--- config.mk ---
export PLATFORM = sky130hd
export DESIGN_NAME = servo_fault_kill_monitor
export DESIGN_NICKNAME = d
export VERILOG_FILES = /design/src/include/servo_kill_pkg.sv /design/src/rtl/servo_fault_kill_monitor.sv
export SDC_FILE = /design/constraint.sdc
export NUM_CORES = 1
export LEC_CHECK = 0
export BUFFER_PORTS_ARGS = -buffer_cell sky130_fd_sc_hd__buf_2
export CAP_MARGIN = 20
export CELL_PAD_IN_SITES_DETAIL_PLACEMENT = 0
export CELL_PAD_IN_SITES_GLOBAL_PLACEMENT = 1
export CORE_MARGIN = 5
export CORE_UTILIZATION = 40
export CTS_BUF_LIST = sky130_fd_sc_hd__clkbuf_4 sky130_fd_sc_hd__clkbuf_8 sky130_fd_sc_hd__clkbuf_16
export DETAILED_ROUTE_END_ITERATION = 12
export GPL_TIMING_DRIVEN = 1
export PLACE_DENSITY = 0.86
export SLEW_MARGIN = 10
export SYNTH_ARGS = -nofsm -noshare
export SYNTH_HDL_FRONTEND = slang
export SYNTH_SLANG_ARGS = --single-unit
--- constraint.sdc ---
create_clock -name mclk -period 9.35 [get_ports mclk]
set_input_delay 0 -clock mclk [delete_from_list [all_inputs] [get_ports mclk]]
set_output_delay 0 -clock mclk [all_outputs]
set_load 0.03 [all_outputs]
--- src/include/servo_kill_pkg.sv ---
// constants for the servo fault kill monitor
package servo_kill_pkg;
    // ==================================================
    // timing
    localparam int unsigned CLK_HZ = 10_000_000;
    localparam int unsigned CLK_PERIOD_NS = 1_000_000_000 / CLK_HZ;
    localparam int unsigned SERVO_CYCLE_US = 120;
    localparam int unsigned SERVO_CYCLE_CYC = (SERVO_CYCLE_US * 1000) / CLK_PERIOD_NS;
    localparam logic [10:0] DIV_LAST = 11'(SERVO_CYCLE_CYC - 1);
    localparam logic [11:0] LED_HALF_TICKS = 12'h800;
    // ==================================================
    // register byte offsets
    localparam logic [5:0] OFF_COND_EN = 6'h00;
    localparam logic [5:0] OFF_COND_STATE = 6'h04;
    localparam logic [5:0] OFF_KILL_CFG = 6'h08;
    localparam logic [5:0] OFF_PLR_CFG = 6'h0c;
    localparam logic [5:0] OFF_LV_THRESH = 6'h10;
    localparam logic [5:0] OFF_ERR_LIMIT = 6'h14;
    localparam logic [5:0] OFF_TEMP_TRIP = 6'h18;
    localparam logic [5:0] OFF_DELAY = 6'h1c;
    localparam logic [5:0] OFF_STATUS = 6'h20;
    localparam logic [5:0] OFF_COMMAND = 6'h24;
    // ==================================================
    // status word bit positions
    localparam int NCOND = 15;
    localparam int B_INDEX = 0;
    localparam int B_ZERO = 1;
    localparam int B_POS = 2;
    localparam int B_NEG = 3;
    localparam int B_IO1 = 4;
    localparam int B_IO3 = 6;
    localparam int B_OVTEMP = 7;
    localparam int B_MOVERR = 8;
    localparam int B_HOLDERR = 9;
    localparam int B_HALT = 10;
    localparam int B_STOPMOVE = 11;
    localparam int B_DELAY = 12;
    localparam int B_OVVOLT = 13;
    localparam int B_UNVOLT = 14;
    // ==================================================
    // config and command fields
    localparam int CFG_RUN = 0;
    localparam int CFG_KEEP_DRV = 1;
    localparam int CFG_MULTITASK = 2;
    localparam int CFG_EXT_ENC = 3;
    localparam int CFG_ADDR_LSB = 16;
    localparam int CMD_HALT = 0;
    localparam int CMD_ENABLE_DRV = 1;
    localparam int ST_KILLED = 16;
    localparam int ST_LV = 17;
    localparam int ST_DRV = 18;
    localparam int ST_LED = 19;
    // ==================================================
    // reset values
    localparam logic [14:0] COND_EN_RST = 15'h0080;
    localparam logic [14:0] COND_STATE_RST = 15'h7fff;
    localparam logic [31:0] KILL_CFG_RST = 32'h0000_0001;
    localparam logic [31:0] PLR_CFG_RST = 32'h0000_0001;
    localparam logic [15:0] LV_THRESH_RST = 16'h0000;
    localparam logic [31:0] ERR_LIMIT_RST = 32'hffff_ffff;
    localparam logic [15:0] TEMP_TRIP_RST = 16'hffff;
endpackage : servo_kill_pkg

--- src/rtl/servo_fault_kill_monitor.sv ---
// servo fault kill monitor with avalon-mm register slave
//
// Added by the designer: register access over Avalon-MM and the register offsets.
`timescale 1ns/1ps

// Functional notes
// - evaluate enabled conditions every 120 us cycle
// - matching condition loads kill recovery program immediately
// - over-voltage always kills regardless of enables
// - fifteen conditions, each enable and trigger polarity
// - conditions from status word; over-voltage forced enabled
// - low-voltage trip loads separate power-low program
// - trip below threshold; power-low disables driver
// - index from internal or configured external encoder
// - calculations set zero, positive, negative flags
// - digital inputs one to three are conditions
// - over-temperature ORs sensors, always enabled
// - large frame low enable line sets over-temp
// - moving and holding error against limits
// - halt disables driver, sets halt condition
// - input-terminated move sets stopped-move condition
// - delay counts down, zero sets exhausted
// - enabled over-voltage runs recovery, not bare shutdown
// - recovery does nothing or runs stored program
// - default recovery blinks green led after kill
// - writing one to enable bit enables condition
// - kill aborts motion and disables drivers by default
module servo_fault_kill_monitor (
    // clock and reset
    input wire logic mclk,
    input wire logic srst,
    // avalon-mm slave
    input wire logic [5:0] address,
    input wire logic read,
    input wire logic write,
    input wire logic [31:0] writedata,
    output logic [31:0] readdata,
    output logic waitrequest,
    // condition sources
    input wire logic index_internal,
    input wire logic index_external,
    input wire logic calc_valid,
    input wire logic [31:0] calc_result,
    input wire logic [6:0] digital_in,
    input wire logic driver_thermal,
    input wire logic [15:0] electronics_temp,
    input wire logic large_frame,
    input wire logic driver_enable_line_low,
    input wire logic moving,
    input wire logic [31:0] position_error,
    input wire logic input_stopped_move,
    input wire logic over_voltage,
    input wire logic under_voltage,
    input wire logic [15:0] supply_voltage,
    // recovery actions
    output logic kill_abort,
    output logic kill_load,
    output logic [15:0] kill_program_addr,
    output logic plr_load,
    output logic [15:0] plr_program_addr,
    output logic driver_enable,
    output logic status_led
);
    // ==================================================
    // registers
    logic [14:0] cond_en_reg;
    logic [14:0] cond_state_reg;
    logic [31:0] kill_cfg_reg;
    logic [31:0] plr_cfg_reg;
    logic [15:0] lv_thresh_reg;
    logic [31:0] err_limit_reg;
    logic [15:0] temp_trip_reg;
    logic [31:0] delay_cnt_reg;
    logic ack_reg;
    logic tick;
    logic [10:0] div_reg;
    logic killed_reg;
    logic lv_reg;
    logic index_reg, zero_reg, pos_reg, neg_reg;
    logic moverr_reg, holderr_reg, halt_reg, stop_reg, delay_exh_reg;
    logic [11:0] led_cnt_reg;
    logic [14:0] internal_status_word;
    logic [14:0] en_eff;
    logic trig;
    logic over_temp;
    logic [31:0] abs_err;
    logic ov_bare;
    logic wr_go, rd_go, wr_en, wr_cmd, kill_now, lv_now;

    // ==================================================
    // bus slave: one wait cycle per access
    assign waitrequest = (read | write) & ~ack_reg;
    assign wr_go = write & ack_reg;
    assign rd_go = read & ~ack_reg;
    assign wr_en = wr_go && address == servo_kill_pkg::OFF_COND_EN;
    assign wr_cmd = wr_go && address == servo_kill_pkg::OFF_COMMAND;

    always_ff @(posedge mclk) begin
        if (srst) begin
            ack_reg <= 1'b0;
        end else begin
            ack_reg <= (read | write) & ~ack_reg;
        end
    end

    always_ff @(posedge mclk) begin
        if (srst) begin
            cond_en_reg <= servo_kill_pkg::COND_EN_RST;
            cond_state_reg <= servo_kill_pkg::COND_STATE_RST;
            kill_cfg_reg <= servo_kill_pkg::KILL_CFG_RST;
            plr_cfg_reg <= servo_kill_pkg::PLR_CFG_RST;
            lv_thresh_reg <= servo_kill_pkg::LV_THRESH_RST;
            err_limit_reg <= servo_kill_pkg::ERR_LIMIT_RST;
            temp_trip_reg <= servo_kill_pkg::TEMP_TRIP_RST;
        end else if (wr_go) begin
            case (address)
                servo_kill_pkg::OFF_COND_EN: cond_en_reg <= writedata[14:0];
                servo_kill_pkg::OFF_COND_STATE: cond_state_reg <= writedata[14:0];
                servo_kill_pkg::OFF_KILL_CFG: kill_cfg_reg <= writedata;
                servo_kill_pkg::OFF_PLR_CFG: plr_cfg_reg <= writedata;
                servo_kill_pkg::OFF_LV_THRESH: lv_thresh_reg <= writedata[15:0];
                servo_kill_pkg::OFF_ERR_LIMIT: err_limit_reg <= writedata;
                servo_kill_pkg::OFF_TEMP_TRIP: temp_trip_reg <= writedata[15:0];
                default: begin
                end
            endcase
        end
    end

    always_ff @(posedge mclk) begin
        if (srst) begin
            readdata <= 32'h0000_0000;
        end else if (rd_go) begin
            case (address)
                servo_kill_pkg::OFF_COND_EN: readdata <= {17'h00000, cond_en_reg};
                servo_kill_pkg::OFF_COND_STATE: readdata <= {17'h00000, cond_state_reg};
                servo_kill_pkg::OFF_KILL_CFG: readdata <= kill_cfg_reg;
                servo_kill_pkg::OFF_PLR_CFG: readdata <= plr_cfg_reg;
                servo_kill_pkg::OFF_LV_THRESH: readdata <= {16'h0000, lv_thresh_reg};
                servo_kill_pkg::OFF_ERR_LIMIT: readdata <= err_limit_reg;
                servo_kill_pkg::OFF_TEMP_TRIP: readdata <= {16'h0000, temp_trip_reg};
                servo_kill_pkg::OFF_DELAY: readdata <= delay_cnt_reg;
                servo_kill_pkg::OFF_STATUS: begin
                    readdata <= {12'h000, status_led, driver_enable, lv_reg, killed_reg,
                                 1'b0, internal_status_word};
                end
                default: readdata <= 32'h0000_0000;
            endcase
        end
    end

    // ==================================================
    // servo cycle divider
    assign tick = div_reg == servo_kill_pkg::DIV_LAST;

    always_ff @(posedge mclk) begin
        if (srst || tick) begin
            div_reg <= 11'h000;
        end else begin
            div_reg <= div_reg + 11'h001;
        end
    end

    // ==================================================
    // condition sources; set wins over the rewrite clear
    assign over_temp = driver_thermal | (electronics_temp > temp_trip_reg)
                     | (large_frame & driver_enable_line_low);
    assign abs_err = position_error[31] ? 32'(-position_error) : position_error;

    always_ff @(posedge mclk) begin
        if (srst) begin
            index_reg <= 1'b0;
        end else if (index_internal
                     || (index_external && kill_cfg_reg[servo_kill_pkg::CFG_EXT_ENC])) begin
            index_reg <= 1'b1;
        end else if (wr_en) begin
            index_reg <= 1'b0;
        end
    end

    always_ff @(posedge mclk) begin
        if (srst) begin
            zero_reg <= 1'b0;
            pos_reg <= 1'b0;
            neg_reg <= 1'b0;
        end else if (calc_valid) begin
            zero_reg <= calc_result == 32'h0000_0000;
            pos_reg <= !calc_result[31] && calc_result != 32'h0000_0000;
            neg_reg <= calc_result[31];
        end
    end

    always_ff @(posedge mclk) begin
        if (srst) begin
            moverr_reg <= 1'b0;
            holderr_reg <= 1'b0;
        end else if (tick) begin
            moverr_reg <= moving && abs_err > {16'h0000, err_limit_reg[15:0]};
            holderr_reg <= !moving && abs_err > {16'h0000, err_limit_reg[31:16]};
        end
    end

    always_ff @(posedge mclk) begin
        if (srst) begin
            halt_reg <= 1'b0;
        end else if (wr_cmd && writedata[servo_kill_pkg::CMD_HALT]) begin
            halt_reg <= 1'b1;
        end else if (wr_en) begin
            halt_reg <= 1'b0;
        end
    end

    always_ff @(posedge mclk) begin
        if (srst) begin
            stop_reg <= 1'b0;
        end else if (input_stopped_move) begin
            stop_reg <= 1'b1;
        end else if (wr_en) begin
            stop_reg <= 1'b0;
        end
    end

    // delay counts servo cycles; a watchdog needs the flag enabled
    always_ff @(posedge mclk) begin
        if (srst) begin
            delay_cnt_reg <= 32'h0000_0000;
            delay_exh_reg <= 1'b0;
        end else begin
            if (wr_go && address == servo_kill_pkg::OFF_DELAY) begin
                delay_cnt_reg <= writedata;
            end else if (tick && delay_cnt_reg != 32'h0000_0000) begin
                delay_cnt_reg <= delay_cnt_reg - 32'h0000_0001;
            end
            if (tick && delay_cnt_reg == 32'h0000_0001) begin
                delay_exh_reg <= 1'b1;
            end else if (wr_en) begin
                delay_exh_reg <= 1'b0;
            end
        end
    end

    // ==================================================
    // status word and trigger
    always_comb begin
        internal_status_word = 15'h0000;
        internal_status_word[servo_kill_pkg::B_INDEX] = index_reg;
        internal_status_word[servo_kill_pkg::B_ZERO] = zero_reg;
        internal_status_word[servo_kill_pkg::B_POS] = pos_reg;
        internal_status_word[servo_kill_pkg::B_NEG] = neg_reg;
        internal_status_word[servo_kill_pkg::B_IO3:servo_kill_pkg::B_IO1] = digital_in[2:0];
        internal_status_word[servo_kill_pkg::B_OVTEMP] = over_temp;
        internal_status_word[servo_kill_pkg::B_MOVERR] = moverr_reg;
        internal_status_word[servo_kill_pkg::B_HOLDERR] = holderr_reg;
        internal_status_word[servo_kill_pkg::B_HALT] = halt_reg;
        internal_status_word[servo_kill_pkg::B_STOPMOVE] = stop_reg;
        internal_status_word[servo_kill_pkg::B_DELAY] = delay_exh_reg;
        internal_status_word[servo_kill_pkg::B_OVVOLT] = over_voltage;
        internal_status_word[servo_kill_pkg::B_UNVOLT] = under_voltage;
    end

    // forced bits keep their cond_state_reg polarity; raw over_voltage and over_temp are also ORed into trig
    always_comb begin
        en_eff = cond_en_reg;
        en_eff[servo_kill_pkg::B_OVVOLT] = 1'b1;
        en_eff[servo_kill_pkg::B_OVTEMP] = 1'b1;
    end

    assign trig = |(en_eff & ~(internal_status_word ^ cond_state_reg)) || over_voltage || over_temp;
    assign ov_bare = over_voltage && !cond_en_reg[servo_kill_pkg::B_OVVOLT]
                   && !(|(en_eff & ~(internal_status_word ^ cond_state_reg) & ~15'h2000));
    assign kill_now = tick && trig && !killed_reg;
    assign lv_now = tick && supply_voltage < lv_thresh_reg && !lv_reg;

    // ==================================================
    // kill latch and recovery pulses
    always_ff @(posedge mclk) begin
        if (srst) begin
            killed_reg <= 1'b0;
        end else if (kill_now) begin
            killed_reg <= 1'b1;
        end else if (wr_en) begin
            killed_reg <= 1'b0;
        end
    end

    always_ff @(posedge mclk) begin
        if (srst) begin
            kill_abort <= 1'b0;
            kill_load <= 1'b0;
            kill_program_addr <= 16'h0000;
        end else begin
            kill_abort <= kill_now;
            kill_load <= kill_now && kill_cfg_reg[servo_kill_pkg::CFG_RUN]
                       && !ov_bare;
            if (kill_now) begin
                kill_program_addr <= kill_cfg_reg[31:servo_kill_pkg::CFG_ADDR_LSB];
            end
        end
    end

    always_ff @(posedge mclk) begin
        if (srst) begin
            lv_reg <= 1'b0;
            plr_load <= 1'b0;
            plr_program_addr <= 16'h0000;
        end else begin
            plr_load <= lv_now && plr_cfg_reg[servo_kill_pkg::CFG_RUN];
            if (lv_now) begin
                lv_reg <= 1'b1;
                plr_program_addr <= plr_cfg_reg[31:servo_kill_pkg::CFG_ADDR_LSB];
            end else if (wr_go && address == servo_kill_pkg::OFF_LV_THRESH) begin
                lv_reg <= 1'b0;
            end
        end
    end

    // keeping the driver needs multitasking as well; a bare over-voltage always cuts it
    always_ff @(posedge mclk) begin
        if (srst) begin
            driver_enable <= 1'b1;
        end else if ((kill_now && !(kill_cfg_reg[servo_kill_pkg::CFG_KEEP_DRV]
                      && kill_cfg_reg[servo_kill_pkg::CFG_MULTITASK] && !ov_bare))
                     || lv_now
                     || (wr_cmd && writedata[servo_kill_pkg::CMD_HALT])) begin
            driver_enable <= 1'b0;
        end else if (wr_cmd && writedata[servo_kill_pkg::CMD_ENABLE_DRV]) begin
            driver_enable <= 1'b1;
        end
    end

    // led blinks while killed, paced by servo cycles
    always_ff @(posedge mclk) begin
        if (srst || !killed_reg) begin
            led_cnt_reg <= 12'h000;
            status_led <= 1'b0;
        end else if (tick) begin
            if (led_cnt_reg == servo_kill_pkg::LED_HALF_TICKS - 12'h001) begin
                led_cnt_reg <= 12'h000;
                status_led <= ~status_led;
            end else begin
                led_cnt_reg <= led_cnt_reg + 12'h001;
            end
        end
    end

    logic [11:0] gap_reg;
    always_ff @(posedge mclk) begin
        if (srst || tick) begin
            gap_reg <= 12'h000;
        end else if (gap_reg != 12'hfff) begin
            gap_reg <= gap_reg + 12'h001;
        end
    end
endmodule : servo_fault_kill_monitor

Word-level counts from Yosys, hierarchy flattened:

Cells that the tools add are included.

* $add $sub $neg: 4
* multipliers: 0
* divide/modulo/power cells: 0
* $lt $le $gt $ge: 4
* equal/unequal tests: 12
* shift operators: 0
* muxes and demuxes: 15
* bitwise operators: 12
* reductions and logical operators: 61

Operator list (number)
* case mux 32 bit (9 select lines): 1
* two-way mux 32 bit: 3
* greater-than comparator 32 x 16 -> 1 bit: 2
* nonzero test 32 bit: 2
* == test 32 x 1 -> 1 bit, second input constant: 1
* logical NOT 32 bit: 1
* negator 32 bit: 1
* subtractor 32 x 1 -> 32 bit, second input constant: 1
* == test 6 x 5 -> 1 bit, second input constant: 4
* logical AND 1 bit: 24
* greater-than comparator 16 bit: 1
* < comparator 16 bit: 1
* AND reduction 2 bit: 8
* nonzero test 2 bit: 8
* bitwise AND 15 bit: 1
* NOT 15 bit: 1
* OR reduction 15 bit: 1
* bitwise XOR 15 bit: 1
* OR reduction 14 bit: 1
* adder 12 x 1 -> 12 bit, second input constant: 1
* == test 12 x 11 -> 1 bit, second input constant: 1
* == test 6 x 4 -> 1 bit, second input constant: 2
* == test 6 bit, second input constant: 2
* two-way mux 12 bit: 1
* other kinds (10): 38

* bits in registers: 294
* bits in latches: 0
* memory bits (writable): 0
* bits in read-only memories: 0
* input bits: 155
* output and inout port bits: 70
* memories: 0

Depth between registers and ports, before layout:

Gate-level depths: netlist (run 1).

* depth in word-level cells: 16
* depth in mapped cells: 16
* gate-level depth less buffers: 15

Worst setup path before layout (run 1):

No wires, ideal clock.

* path kind: in2reg
* start point: input position_error[7]
* end point: register holderr_reg
* setup time: 0.131 ns
* arrival time: 2.960 ns
* required time: 9.219 ns
* path slack: 6.259 ns
* stages on the path: 12
* path through: or4_4 -> or3_4 -> or2_2 -> o21ai_0 -> xnor2_1 -> ha_1 -> nand4_1 -> or2_2 -> or3_1 -> o31a_1 -> nor4b_2 -> o41ai_2

* word-level cells in the longest chain between the ends: 4

Ends and longest elaborated chain
* start: declaration: line servo_fault_kill_monitor.sv:50 `input wire logic [31:0] position_error,`
* negator 32 bit: line servo_fault_kill_monitor.sv:168 `assign abs_err = position_error[31] ? 32'(-position_error) : position_error;`
* two-way mux 32 bit (*): line servo_fault_kill_monitor.sv:168
* greater-than comparator 32 x 16 -> 1 bit (*): line servo_fault_kill_monitor.sv:199 `holderr_reg <= !moving && abs_err > {16'h0000, err_limit_reg[31:16]};`
* logical AND 1 bit (*): line servo_fault_kill_monitor.sv:199
* end signal: assignment: line servo_fault_kill_monitor.sv:199
* end: declaration: line servo_fault_kill_monitor.sv:80 `logic moverr_reg, holderr_reg, halt_reg, stop_reg, delay_exh_reg;`

Mark *: on every way between the ends. The rest lies on a longest branch, timed or not.
A chain may end at the register's enable or synchronous reset.

Final worst setup path (run 1):

* start point: register delay_cnt_reg[2]
* end point: register delay_cnt_reg[19]

* word-level cells in the longest chain between the ends: 3
* elaborated cells on any way between the ends: 6
* those cells by class: add/sub: 1; mux: 2; reduce/logical: 3

Ends and longest elaborated chain
* start: declaration: line servo_fault_kill_monitor.sv:73 `logic [31:0] delay_cnt_reg;`
* start signal: assignment: line servo_fault_kill_monitor.sv:230 `delay_cnt_reg <= writedata;`
* start signal: assignment: line servo_fault_kill_monitor.sv:232 `delay_cnt_reg <= delay_cnt_reg - 32'h0000_0001;`
* subtractor 32 x 1 -> 32 bit or nonzero test 32 bit (tied branches): line servo_fault_kill_monitor.sv:232, servo_fault_kill_monitor.sv:231
* two-way mux 32 bit or logical AND 1 bit (tied branches): line servo_fault_kill_monitor.sv:231 `end else if (tick && delay_cnt_reg != 32'h0000_0000) begin`
* two-way mux 32 bit or nonzero test 2 bit (tied branches)

Parallel ways exist; a longest one is shown, timed or not. The select of a mux whose other input is x is not followed.

==> results.tsv, run 1 <==
metric	value	unit
outcome	completed	
cp.buffers_inverters	0	
fin_util	0.486	
yosys.area.top_type	dfxtp_1	
fin_crit_sh	0.343	
start_util	0.403	
synth_cell_types	72	
cts_max_level	2	
ios	225	
postRouteAntennaNets	0	
finalHoldViolations	0	
std_cell_rows	71	
cp_max_fo	9	
power_density	160	nW/um^2
vias	14668	
ys_warn_count	0	
chipHeight	204	um
tritoncts	yes	
cpMaxStageDelayCell	or4_1	
ys_seq_elements	294	
max_stage_delay	0.61	ns
cp_cell_sequence	or4_1 -> nor4_2 -> and4_1 -> a21oi_2 -> nand2_1 -> nor4_1 -> xnor2_1 -> a211oi_1	
insertion_delay	0.52	ns
grt_overflow	0	
layout_common_cells	321 x nand2_1, 294 x dfxtp_1, 219 x buf_2	
clock_skew	0.0183	ns
nFillCells	3626	
numCtsBuffers	34	
switching_share	0.233	
p_clk_frac	0.477	
async_flop_share	0	
dr.first_iter.drc_count	1166	
max-vdd-ir-drop	0.000115	V
via_per_inst	5.65	
fmax	312	MHz
clock_sink_count	294	
synth_nets	2091	
ys_seq_area_frac	0.390	
hold_class	input port to flop	
p_int	2.23	mW
setup_viol	0	
drive_above_1_share	0.164	
rsz0062_at_grt	false	
port_buffers	220	
r2r_end	delay_cnt_reg[19]	
clkTransAtPathRegs	0.06	ns
worstSetupPathType	flop to flop	
cts_root_buffer	clkbuf_16	
synth-edff-count	0	
cap_violations	0	
syn_to_final_growth	20.7	%
hp-start	calc_result[4]	
worstPathArrival	3.62	ns
synthFlopType	dfxtp_1	
tightest_slew	1.25	ns
end_kind	flop	
p_switching	0.677	mW
wire_per_inst	20.5	um
dp_hpwl	38500	um
globalplace.congestion	0.939	
grt_util_all_layers	0.245	
cp.required	9.77	ns
ctsLongestPathBuffers	3	
synth_area_leaders	dfxtp_1 39%, nand2_1 8.0%, a21oi_1 6.0%	
dr.pass1.iters	5	
hold_depth	7	
core_area	37400	sq um
syn_inst	1868	
post-cts-setup-buffer-count	0	
power_frac_comb	0.085	
period_needed	3.20	ns
hold_buffers	46	
r2r_start	delay_cnt_reg[2]	
r2r_cells	8	
grt_pass1_vias	13948	
ff2ff_setup_slack	6.15	ns
post_cts_resized	0	
route.detailed.drc	0	
grt_pass1_wl	80800	um
layout_commonest_cell	nand2_1	
setup.worst_path.start_class	flop	
finalSetupTns	0	ns
totalWireLength	53300	um
whs_endpoint	pos_reg	
dieArea	41700	sq um
synth_area	15100	sq um
fin_nets	2287	
grt_max_degree	84	
power_leakage	7.40	nW
syn_avg_cell_area	8.07	sq um
drv_slew	0	
die_w	204	um
critPathTopFamily	simple AND/OR/NAND/NOR gates	
pwr-share-seq	0.438	
synth_top_area_frac	0.390	
slew_headroom	0.164	
antenna_found_initial	2	
==> layout make-up <==
type                       instances  area, sq um  share of cell area
timing repair buffer             287         1750              0.0959
multi-input combinational       1372         8460               0.465
inverter                          75          283              0.0155
clock buffer                      53         1080              0.0592
tap                              511          639              0.0351
clock inverter                     5          100             0.00550
sequential                       294         5890               0.324
antenna                            1         2.50            0.000138
==> worst min-delay path, stage by stage <==
cell,delay [ns]
buf_2,0.07
nor4_1,0.04
nand4_1,0.05
o21ai_0,0.12
nor2_1,0.11
a21oi_1,0.04
nor2_1,0.07
==> worst max path at each step <==
stage | cells after the start | to | from
detailed placement | 13 | holderr_reg | position_error[5]
finish | 8 | delay_cnt_reg[19] | delay_cnt_reg[2]
CTS | 8 | driver_enable | div_reg[7]
global route | 8 | driver_enable | div_reg[7]
global placement | 13 | holderr_reg | position_error[7]
floorplan | 12 | holderr_reg | position_error[7]
==> cells in the mapped netlist (all sizes together), types with 3 or more instances <==
| cell type | instances |
|---|---|
| nand2 | 321 |
| dfxtp | 294 |
| nor2 | 190 |
| a21oi | 183 |
| clkbuf | 95 |
| inv | 75 |
| ha | 68 |
| mux2i | 68 |
| o211ai | 50 |
| nand3 | 49 |
| xnor2 | 47 |
| a211oi | 41 |
| o21ai | 41 |
| a221oi | 34 |
| buf | 32 |
| nor4 | 27 |
| nor3 | 26 |
| xor2 | 26 |
| nand4 | 23 |
| or3 | 15 |
| nor2b | 12 |
| a21o | 11 |
| a222oi | 11 |
| and3 | 11 |
| mux2 | 10 |
| a22oi | 9 |
| nand2b | 9 |
| or4 | 9 |
| nand3b | 7 |
| nor4b | 7 |
| o31ai | 7 |
| or2 | 5 |
| a2111oi | 4 |
| and2 | 4 |
| o2111ai | 4 |
| a311oi | 3 |
| a31oi | 3 |
| a41oi | 3 |
| o311ai | 3 |
| o41ai | 3 |
==> per-stage QoR <==
step | hold slack (ns) | total power, mW | setup slack [ns] | cells | instance area (sq um)
detailed placement | 0.215 | 1.53 | 5.77 | 2492 | 16500
global placement | 0.206 | 1.52 | 5.80 | 2491 | 16500
finish | 0.0175 | 2.90 | 6.15 | 2598 | 18200
CTS | 0.0144 | 2.92 | 6.18 | 2596 | 18200
global route | 0.105 | 2.99 | 5.93 | 2598 | 18200
floorplan | 0.106 | 1.43 | 6.26 | 1868 | 15100
==> cell families (layout without fill, tap and decap cells) <==
family,Yosys count,in the layout,share of synthesized area
muxes,80,80,0.0556
other,0,1,0
adders and majority gates,68,68,0.0564
buffers and inverters,202,420,0.0545
AOI/OAI and AO/OA,427,427,0.184
xor gates and xnor gates,73,73,0.0424
DFF,294,294,0.390
and+or+nand+nor,724,724,0.217
==> metal layers <==
metal  track usage  share of wire  wire (um)
met4        0.0883          0.037       1960
met5             0        0.00024         13
met2         0.395           0.45      24200
met3        0.0455          0.081       4300
met1         0.329           0.43      22900
==> power groups by stage <==
stage / clock network, mW / registers [mW] / logic (mW)
after floorplan: 0 / 1.31 / 0.120
after global placement: 0 / 1.30 / 0.222
after detailed placement: 0 / 1.30 / 0.227
after CTS: 1.41 / 1.27 / 0.244
after global routing: 1.45 / 1.27 / 0.266
final: 1.38 / 1.27 / 0.246
Note: power is estimated with default switching activity, not from simulation.
==> inputs of run 2 (changes only) <==
==> constraint.sdc (replaced) <==
create_clock -name mclk -period 3.18 [get_ports mclk]
set_input_delay 0 -clock mclk [delete_from_list [all_inputs] [get_ports mclk]]
set_output_delay 0 -clock mclk [all_outputs]
set_load 0.03 [all_outputs]
==> run 2 against run 1 <==
  * Via count grew 1.8%
  * Largest cell class unchanged
  * Final cell count rose by 2.0%
  * Total power rose to 2.9 times the previous value
  * Highest routed layer is now met4
  * Final area rose by 1.6%
  * Die area is the same
  * Global-route usage up 0.40 points
  * First-iteration DRC count is 33% higher
==> results.tsv, run 2 (synthesis results as in run 1) <==
metric	value	unit
tightest_slew	1.01	ns
std_cell_rows	71	
hold_class	input port to flop	
wire_per_inst	20.6	um
finalHoldViolations	0	
post_cts_resized	0	
r2r_cells	8	
power_density	462	nW/um^2
startpoint	div_reg[7]	
clock_sink_count	294	
hold_buffers	48	
cts_root_buffer	clkbuf_16	
end_kind	flop	
worstPathArrival	3.35	ns
r2r_start	div_reg[7]	
ios	225	
dr.pass1.iters	7	
numCtsBuffers	35	
vias	14929	
grt_max_degree	84	
ff2ff_setup_slack	0.26	ns
tritoncts	yes	
antenna_found_initial	1	
dieArea	41700	sq um
layout_common_cells	321 x nand2_1, 294 x dfxtp_1, 219 x buf_2	
fmax	343	MHz
path_common_cell	nor3_1	
cap_violations	0	
slew_headroom	0.326	
cp_cell_sequence	or3b_2 -> nor3_1 -> nand2_1 -> nor2_2 -> nand3_1 -> nor3_1 -> xnor2_1 -> a211oi_1	
fin_hold_ws	0.0102	ns
totalWireLength	54500	um
dp_hpwl	40500	um
clkTransAtPathRegs	0.06	ns
endpoint	delay_cnt_reg[22]	
nFillCells	3607	
clock_skew	0.0305	ns
port_buffers	220	
setup.worst_path.start_class	flop	
cp_max_fo	10	
seq_area	5890	sq um
layout_commonest_cell	nand2_1	
worstSetupPathType	flop to flop	
fin_crit_sh	0.917	
postRouteAntennaNets	0	
grt_util_all_layers	0.249	
cts_max_level	2	
drive_above_1_share	0.183	
grt_overflow	0	
outcome	completed	
drv_slew	0	
r2r_end	delay_cnt_reg[22]	
via_per_inst	5.63	
setup_ws	0.263	ns
rsz0062_at_grt	false	
grt_pass1_vias	14190	
post-cts-setup-buffer-count	0	
core_area	37400	sq um
cp.required	3.61	ns
period_needed	2.92	ns
insertion_delay	0.54	ns
grt_pass1_wl	82200	um
pre_cts_slack	-0.217	ns
syn_to_final_growth	22.7	%
ctsLongestPathBuffers	3	
chipHeight	204	um
setup_viol	0	
cpMaxStageDelayCell	nor3_1	
multi_input_area	8420	sq um
max_stage_delay	0.55	ns
globalplace.congestion	0.936	
fin_nets	2335	
power_leakage	7.61	nW
start_util	0.403	
route.detailed.drc	0	
max-vdd-ir-drop	0.000318	V
die_w	204	um
dr.first_iter.drc_count	1550	
run 2: final cells by class:
type,instances,area share
diodes,1,0.000135
clock buffers,46,0.0535
clock inverters,17,0.0102
inverters,75,0.0153
multi-input cells,1372,0.455
flip-flops and latches,294,0.318
well taps,511,0.0346
repair buffers,334,0.113
run 2: worst min-delay path by stage:
stage / from / end / cells past startpoint
finish: calc_result[5] / pos_reg / 7
global route: supply_voltage[5] / plr_load / 4
CTS: calc_result[5] / pos_reg / 7
detailed placement: input_stopped_move / stop_reg / 3
global placement: input_stopped_move / stop_reg / 3
floorplan: moving / holderr_reg / 1
run 2: power by group:
part / switching (mW) / internal (mW)
combinational: 0.464 / 0.284
sequential: 0.0265 / 3.71
clock: 1.66 / 2.40
run 2: stage by stage:
step	utilization	total power [mW]	instances	cell area (sq um)	setup TNS, ns
floorplan	-	4.19	1868	15100	0
finish	0.494	8.54	2650	18500	0
global placement	0.450	4.50	2538	16800	-0.183
detailed placement	0.450	4.51	2538	16800	-0.332
CTS	0.494	8.57	2649	18500	0
global route	0.494	8.79	2650	18500	0
run 2: per-layer routing:
metal / GRT usage / vias to the layer above / routed length (um)
li1: - / 7108 / -
met1: 0.343 / 7018 / 23500
met2: 0.400 / 684 / 24800
met3: 0.0430 / 119 / 4460
met4: 0.0775 / 0 / 1730
met5: 0 / - / 0
run 2: worst max-delay path, delay by kind of cell, from the launching register on:
family                    cells  cell delay, ns
and+or+nand+nor               6            2.13
DFF                           1            0.39
AOI/OAI and AO/OA             1            0.22
xor gates and xnor gates      1            0.09
